**config.mk**
```make
export PLATFORM = sky130hd
export DESIGN_NAME = sirqm_irq_mapper
export DESIGN_NICKNAME = d
export VERILOG_FILES = /design/src/verilog/sirqm_pkg.sv /design/src/verilog/sirqm_irq_mapper.sv
export SDC_FILE = /design/constraint.sdc
export NUM_CORES = 1
export LEC_CHECK = 0
export ABC_CLOCK_PERIOD_IN_PS = 2500
export BUFFER_PORTS_ARGS = -buffer_cell sky130_fd_sc_hd__buf_4
export CORE_MARGIN = 3
export CORE_UTILIZATION = 54
export CTS_CLUSTER_SIZE = 10
export DETAILED_ROUTE_END_ITERATION = 10
export PLACE_DENSITY = 0.79
export SLEW_MARGIN = 20
export SYNTH_ARGS = -nofsm -noshare
export SYNTH_HDL_FRONTEND = slang
export SYNTH_SLANG_ARGS = --single-unit
```
**constraint.sdc**
```tcl
create_clock -name clk -period 2.5 [get_ports clk]
set_clock_uncertainty 0.2 [all_clocks]
set_input_delay 0.375 -clock clk [delete_from_list [all_inputs] [get_ports clk]]
set_output_delay 0.375 -clock clk [all_outputs]
set_load 0.02 [all_outputs]
```
**src/verilog/sirqm_pkg.sv**
```systemverilog
`default_nettype none

package sirqm_pkg;

  // Register map on the microcontroller port
  localparam int ADDR_W = 16;
  localparam int DATA_W = 8;
  localparam logic [15:0] CTRL_ADDR = 16'h7F52;
  localparam logic [15:0] STAT_ADDR = 16'h7F90;
  localparam logic [15:0] MASK_ADDR = 16'h7F91;
  localparam logic [15:0] LINK_ADDR = 16'h7F92;

  // Control register layout and reset
  localparam int SEL_LSB = 4;
  localparam int SEL_W = 4;
  localparam int EN_BIT = 3;
  localparam int REQ_BIT = 2;
  localparam logic [7:0] CTRL_RESET = 8'h00;
  localparam logic [7:0] CTRL_WR_MASK = 8'hFC;
  localparam logic [3:0] SEL_NONE = 4'h0;

  // Event bits of the status and mask registers
  localparam int EV_SLOT = 0;
  localparam int EV_FRAME = 1;
  localparam int EV_BADSTART = 2;
  localparam int EV_W = 3;
  localparam logic [2:0] EV_RESET = 3'h0;

  // Serial interrupt frame timing, in clocks, and slot counter preset
  localparam logic [3:0] START_MIN = 4'h4;
  localparam logic [3:0] LOW_CNT_MAX = 4'hF;
  localparam logic [4:0] SLOT_PRE = 5'h1F;

  typedef struct packed {
    logic [3:0] sel;
    logic en;
    logic req;
    logic [1:0] rsvd;
  } sirqm_ctrl_t;

  typedef enum logic [2:0] {
    ST_IDLE = 3'b000,
    ST_START = 3'b001,
    ST_SLOT = 3'b010,
    ST_STOP = 3'b011,
    ST_STOPLOW = 3'b100
  } sirqm_state_t;

  typedef enum logic [1:0] {
    PH_SAMPLE = 2'b00,
    PH_RECOV = 2'b01,
    PH_TURN = 2'b10
  } sirqm_phase_t;

endpackage : sirqm_pkg

`default_nettype wire

```
**src/verilog/sirqm_irq_mapper.sv**
```systemverilog
// Overview of operation
// - Four-bit select picks line one-fifteen; zero none.
// - Enable bit must be set to drive any slot low.
// - With enable set, selected line asserted only while request bit set.
// - Disabled mapping leaves line in asserted state.
// - Software alone sets and clears the request.
// - Control resets zero; low two bits read-only.
`default_nettype none

module sirqm_irq_mapper #(
  parameter int SLOT_COUNT = 16
)
(
  // Clock and reset
  input wire logic clk,
  input wire logic reset_n,
  // Register port
  input wire logic [15:0] addr,
  input wire logic [7:0] wdata,
  input wire logic wr,
  input wire logic rd,
  output logic [7:0] rdata,
  // Serial interrupt line, driven low, then high for one clock, else released
  input wire logic serirq_in,
  output logic serirq_out,
  output logic serirq_oe_n,
  // Interrupt to the microcontroller
  output logic irq
);

  generate
    if (SLOT_COUNT < 16 || SLOT_COUNT > 31)
    begin : g_bad_slot_count
      $error("SLOT_COUNT must lie between 16 and 31");
    end
  endgenerate

  localparam logic [4:0] LAST_SLOT = 5'(SLOT_COUNT - 1);

  sirqm_pkg::sirqm_ctrl_t ctrl_reg;
  logic [sirqm_pkg::EV_W-1:0] status_reg;
  logic [sirqm_pkg::EV_W-1:0] status_next;
  logic [sirqm_pkg::EV_W-1:0] mask_reg;
  logic [sirqm_pkg::EV_W-1:0] event_set;
  logic [sirqm_pkg::EV_W-1:0] event_clr;
  sirqm_pkg::sirqm_state_t state_reg;
  sirqm_pkg::sirqm_state_t state_next;
  sirqm_pkg::sirqm_phase_t phase_reg;
  sirqm_pkg::sirqm_phase_t phase_next;
  logic [4:0] slot_reg;
  logic [4:0] slot_next;
  logic [3:0] low_cnt_reg;
  logic frame_done;
  logic bad_start;
  logic mapped;
  logic in_sample;
  logic drive_low;
  logic [7:0] rdata_reg;
  logic [7:0] rdata_next;
  logic serirq_out_reg;
  logic serirq_oe_n_reg;
  logic irq_reg;

  logic wr_ctrl;
  logic wr_stat;
  logic wr_mask;

  assign wr_ctrl = wr && (addr == sirqm_pkg::CTRL_ADDR);
  assign wr_stat = wr && (addr == sirqm_pkg::STAT_ADDR);
  assign wr_mask = wr && (addr == sirqm_pkg::MASK_ADDR);

  // Control register: written only by software
  always_ff @(posedge clk)
  begin
    if (!reset_n)
    begin
      ctrl_reg <= sirqm_pkg::sirqm_ctrl_t'(sirqm_pkg::CTRL_RESET);
    end
    else if (wr_ctrl)
    begin
      ctrl_reg <= sirqm_pkg::sirqm_ctrl_t'(wdata & sirqm_pkg::CTRL_WR_MASK);
    end
  end

  // Frame tracker
  always_comb
  begin
    state_next = state_reg;
    phase_next = phase_reg;
    slot_next = slot_reg;
    frame_done = 1'b0;
    bad_start = 1'b0;
    case (state_reg)
      sirqm_pkg::ST_IDLE:
      begin
        if (!serirq_in)
        begin
          state_next = sirqm_pkg::ST_START;
        end
      end
      sirqm_pkg::ST_START:
      begin
        if (serirq_in)
        begin
          if (low_cnt_reg >= sirqm_pkg::START_MIN)
          begin
            // The clock just seen high was the recovery; turnaround comes next
            state_next = sirqm_pkg::ST_SLOT;
            phase_next = sirqm_pkg::PH_TURN;
            slot_next = sirqm_pkg::SLOT_PRE;
          end
          else
          begin
            state_next = sirqm_pkg::ST_IDLE;
            bad_start = 1'b1;
          end
        end
      end
      sirqm_pkg::ST_SLOT:
      begin
        case (phase_reg)
          sirqm_pkg::PH_SAMPLE:
          begin
            phase_next = sirqm_pkg::PH_RECOV;
          end
          sirqm_pkg::PH_RECOV:
          begin
            phase_next = sirqm_pkg::PH_TURN;
          end
          sirqm_pkg::PH_TURN:
          begin
            if (slot_reg == LAST_SLOT)
            begin
              state_next = sirqm_pkg::ST_STOP;
            end
            else
            begin
              phase_next = sirqm_pkg::PH_SAMPLE;
              slot_next = slot_reg + 5'h01;
            end
          end
          default:
          begin
            phase_next = sirqm_pkg::PH_SAMPLE;
          end
        endcase
      end
      sirqm_pkg::ST_STOP:
      begin
        if (!serirq_in)
        begin
          state_next = sirqm_pkg::ST_STOPLOW;
        end
      end
      sirqm_pkg::ST_STOPLOW:
      begin
        if (serirq_in)
        begin
          state_next = sirqm_pkg::ST_IDLE;
          frame_done = 1'b1;
        end
      end
      default:
      begin
        state_next = sirqm_pkg::ST_IDLE;
      end
    endcase
  end

  always_ff @(posedge clk)
  begin
    if (!reset_n)
    begin
      state_reg <= sirqm_pkg::ST_IDLE;
      phase_reg <= sirqm_pkg::PH_SAMPLE;
      slot_reg <= 5'h00;
    end
    else
    begin
      state_reg <= state_next;
      phase_reg <= phase_next;
      slot_reg <= slot_next;
    end
  end

  // Start frame length, counted from the first low clock
  always_ff @(posedge clk)
  begin
    if (!reset_n)
    begin
      low_cnt_reg <= 4'h0;
    end
    else if (state_reg != sirqm_pkg::ST_START)
    begin
      low_cnt_reg <= 4'h1;
    end
    else if (!serirq_in && low_cnt_reg != sirqm_pkg::LOW_CNT_MAX)
    begin
      low_cnt_reg <= low_cnt_reg + 4'h1;
    end
  end

  // Slot ownership for the coming clock
  assign mapped = ctrl_reg.en
    && (ctrl_reg.sel != sirqm_pkg::SEL_NONE)
    && (slot_next == {1'b0, ctrl_reg.sel});
  assign in_sample = (state_next == sirqm_pkg::ST_SLOT)
    && (phase_next == sirqm_pkg::PH_SAMPLE);
  // Low in the sample phase reports the line deasserted; released means asserted
  assign drive_low = mapped && in_sample && !ctrl_reg.req;

  // Line driver: sample low, one recovery clock high, then release
  always_ff @(posedge clk)
  begin
    if (!reset_n)
    begin
      serirq_out_reg <= 1'b1;
      serirq_oe_n_reg <= 1'b1;
    end
    else if (drive_low)
    begin
      serirq_out_reg <= 1'b0;
      serirq_oe_n_reg <= 1'b0;
    end
    else if (!serirq_oe_n_reg && !serirq_out_reg)
    begin
      serirq_out_reg <= 1'b1;
      serirq_oe_n_reg <= 1'b0;
    end
    else
    begin
      serirq_out_reg <= 1'b1;
      serirq_oe_n_reg <= 1'b1;
    end
  end

  // Events and write-one-to-clear status, set wins over clear
  assign event_set[sirqm_pkg::EV_SLOT] = mapped && in_sample && ctrl_reg.req;
  assign event_set[sirqm_pkg::EV_FRAME] = frame_done;
  assign event_set[sirqm_pkg::EV_BADSTART] = bad_start;
  assign event_clr = wr_stat ? wdata[sirqm_pkg::EV_W-1:0] : {sirqm_pkg::EV_W{1'b0}};

  genvar gi;
  generate
    for (gi = 0; gi < sirqm_pkg::EV_W; gi++)
    begin : g_status
      assign status_next[gi] = event_set[gi] || (status_reg[gi] && !event_clr[gi]);
    end
  endgenerate

  always_ff @(posedge clk)
  begin
    if (!reset_n)
    begin
      status_reg <= sirqm_pkg::EV_RESET;
    end
    else
    begin
      status_reg <= status_next;
    end
  end

  always_ff @(posedge clk)
  begin
    if (!reset_n)
    begin
      mask_reg <= sirqm_pkg::EV_RESET;
    end
    else if (wr_mask)
    begin
      mask_reg <= wdata[sirqm_pkg::EV_W-1:0];
    end
  end

  always_ff @(posedge clk)
  begin
    if (!reset_n)
    begin
      irq_reg <= 1'b0;
    end
    else
    begin
      irq_reg <= |(status_reg & mask_reg);
    end
  end

  // Read data for one cycle only; unmapped addresses read zero
  always_comb
  begin
    rdata_next = 8'h00;
    if (rd)
    begin
      case (addr)
        sirqm_pkg::CTRL_ADDR:
        begin
          rdata_next = ctrl_reg & sirqm_pkg::CTRL_WR_MASK;
        end
        sirqm_pkg::STAT_ADDR:
        begin
          rdata_next = {{(8 - sirqm_pkg::EV_W){1'b0}}, status_reg};
        end
        sirqm_pkg::MASK_ADDR:
        begin
          rdata_next = {{(8 - sirqm_pkg::EV_W){1'b0}}, mask_reg};
        end
        sirqm_pkg::LINK_ADDR:
        begin
          rdata_next = {state_reg, slot_reg};
        end
        default:
        begin
          rdata_next = 8'h00;
        end
      endcase
    end
  end

  always_ff @(posedge clk)
  begin
    if (!reset_n)
    begin
      rdata_reg <= 8'h00;
    end
    else
    begin
      rdata_reg <= rdata_next;
    end
  end

  assign rdata = rdata_reg;
  assign serirq_out = serirq_out_reg;
  assign serirq_oe_n = serirq_oe_n_reg;
  assign irq = irq_reg;

endmodule : sirqm_irq_mapper

`default_nettype wire

```
==> results.toml <==
[timing]
hold_ws_ps = 76.3
rsz0062_at_grt = "no"
setup_ws_ps = 89.7
fin_crit_sh_pct = 96.4
hold_viol = 0
slew-limit-headroom_pct = 67.8
drv_slew = 0
max_freq_mhz = 415
worst_pin_slew_ps = 477
period_minus_slack_ps = 2410
setup_viol = 0
tns_ps = 0

[critical_path]
critPathBufInv = 0
crit_fanout = 5
required_ps = 2540
crit_slowest_cell = "or4_4"
crit_chain = "ha_1 -> nand4b_1 -> and3_4 -> o211ai_4 -> xor2_1 -> or4_4 -> or2_1"
crit_family = "simple AND/OR/NAND/NOR gates"
cp_data_arrival_time_ps = 2450
end_kind = "flop"
worstSetupStartpointType = "flop"
max_stage_delay_ps = 520
crit_type = "flop to flop"

[logic_synthesis]
yosys_warnings = 0
synthFlopType = "dfxtp_1"
synth_largest_area_cell = "dfxtp_1"
ys_seq_area_share_pct = 38.6
netlist_area_sq_um = 1920
synthCells = 208
synth-edff-count = 0
synth_nets = 239
yosys-top-cells-area = "dfxtp_1, mux2i_1, nor2b_1, nor2_1, a22oi_1"
synth_top_cell_area_share_pct = 38.6
ys_ff_latch = 37
syn_avg_cell_area_sq_um = 9.23
ys_types = 54
async_flop_share_pct = 0

[pwr]
peakVddDrop_v = 0.000279
p_sw_share_pct = 22.3
p_int_mw = 0.799
p_leak_nw = 1.01
power_density_nw_per_um2 = 434
p_sw_mw = 0.230
p_clk_share_pct = 34.7
power.share.sequential_pct = 58.0
power.share.combinational_pct = 7.3

[placement]
place_congestion = 0.864
io_buffers = 39
pre_cts_slack_ps = 93.4
dp_cells = 291
dp_hpwl_mm = 3.40

[floorplanning]
io_pins = 40
start_util_pct = 56.6
core_sq_um = 3390
die_area_sq_um = 4310
die_w_microns = 65.6
rows = 21
die_h_microns = 65.6

[drt]
via_count = 1751
drt_iter0_drc = 113
wl_mm = 4.45
drt_first_pass_iters = 5
via_per_inst = 5.84
drcViolationCount = 0
wl_per_cell_microns = 14.8
ant_nets = 0

[grt]
grt_pass1_vias = 1518
grt_max_degree = 27
track_usage_pct = 21.9
grt_pass1_wl_mm = 7.17
grt-ovfl-total = 0
antenna_found_initial = 0

[cells_and_area]
syn2layout_area_growth_pct = 23.4
nNetsFinal = 284
mostFrequentLayoutCells = "buf_4, dfxtp_1, nor2_1"
drive_above_1_share_pct = 29.1
fin_util_pct = 69.9
largest_register_ffs = 8
layout_commonest_cell = "buf_4"
fillers = 275
diodes = 0
final_cell_count_no_fill = 300

[cts]
cts_tree = "built"
clk_path_buf_depth = 2
cts.sinks = 37
cts_root_buf = "clkbuf_4"
cts_hold_buf = 0
worstSkewPairLatency_ps = 350
htreeDepth = 2
clkTransAtPathRegs_ps = 110
cts_setup_buffers = 0
cts_made_buffers = 5
cts_resized = 0

[min_path]
hp-class = "primary input to flop"

[status]
outcome = "complete, no violations"

[job]
max_cap_violations = 0
worst min-delay path: cells and delay by family:
family / cells / cell delay (ps)
buf+inv: 1 / 80
simple gates: 1 / 90
mux: 1 / 50
metal layers:
layer	vias to the layer above	wire [microns]	share of wire, %	global-route usage, %
met2	61	2030	46	34.0
met3	11	247	5.6	4.10
li1	850	-	-	-
met4	0	101	2.3	9.59
met1	829	2070	46	29.3
met5	-	0	0	0
cells in the mapped netlist (all sizes together) (3+ instances only):
library cell  number
a21oi              7
buf                4
or2                3
o21ai              4
nand4              4
mux2i             14
nor3               4
nor2              17
xor2               4
and3               4
a31oi              3
nand2              9
a21boi             3
nand3              6
inv                6
nor2b             14
nand2b             3
o21a               6
clkbuf             7
nor4               3
dfxtp             37
mux2               3
a22oi              7
and2               7
cells by family after synthesis:
family	Yosys count	share of synthesized area [%]
adders and majority gates	2	1.30
AOI/OAI and AO/OA	41	16.0
buffers and inverters	17	3.59
and+or+nand+nor	89	29.1
DFF	37	38.6
muxes	17	9.06
xor gates and xnor gates	5	2.28
power groups by stage:
| stage | Clock (mW) | Sequential, mW | Combinational (mW) |
|---|---|---|---|
| 2_1_floorplan | 0 | 0.608 | 0.0292 |
| 3_3_place_gp | 0 | 0.609 | 0.0733 |
| 3_5_place_dp | 0 | 0.610 | 0.0746 |
| 4_1_cts | 0.366 | 0.596 | 0.0751 |
| 5_1_grt | 0.388 | 0.597 | 0.0821 |
| 6_report | 0.357 | 0.596 | 0.0752 |
layout make-up:
class	instances	area [sq um]	area share, %
timing repair buffer	49	368	15.5
sequential	37	741	31.3
tap	46	57.6	2.43
clock buffer	7	65.1	2.75
inverter	6	22.5	0.951
clock inverter	1	5.00	0.211
multi-input combinational	154	1110	46.9
metrics by stage:
step	area [sq um]	total power, mW
detailed placement	2290	0.684
finish	2370	1.03
floorplan	1920	0.638
global route	2370	1.07
global placement	2290	0.683
CTS	2360	1.04
final timing paths:
kind / to / slack [ps] / cells after the start / from
setup / recovery: serirq_out$_SDFF_PN1_ / 90 / 7 / slot_reg[0]$_SDFF_PN0_
hold / removal: ctrl_reg[4]$_SDFFE_PN0P_ / 80 / 3 / wdata[4]
hold reg to reg: low_cnt_reg[1]$_SDFFE_PP0P_ / 350 / 2 / low_cnt_reg[1]$_SDFFE_PP0P_
setup reg to reg: serirq_out$_SDFF_PN1_ / 90 / 7 / slot_reg[0]$_SDFF_PN0_
Note: power is estimated with default switching activity, not from simulation.
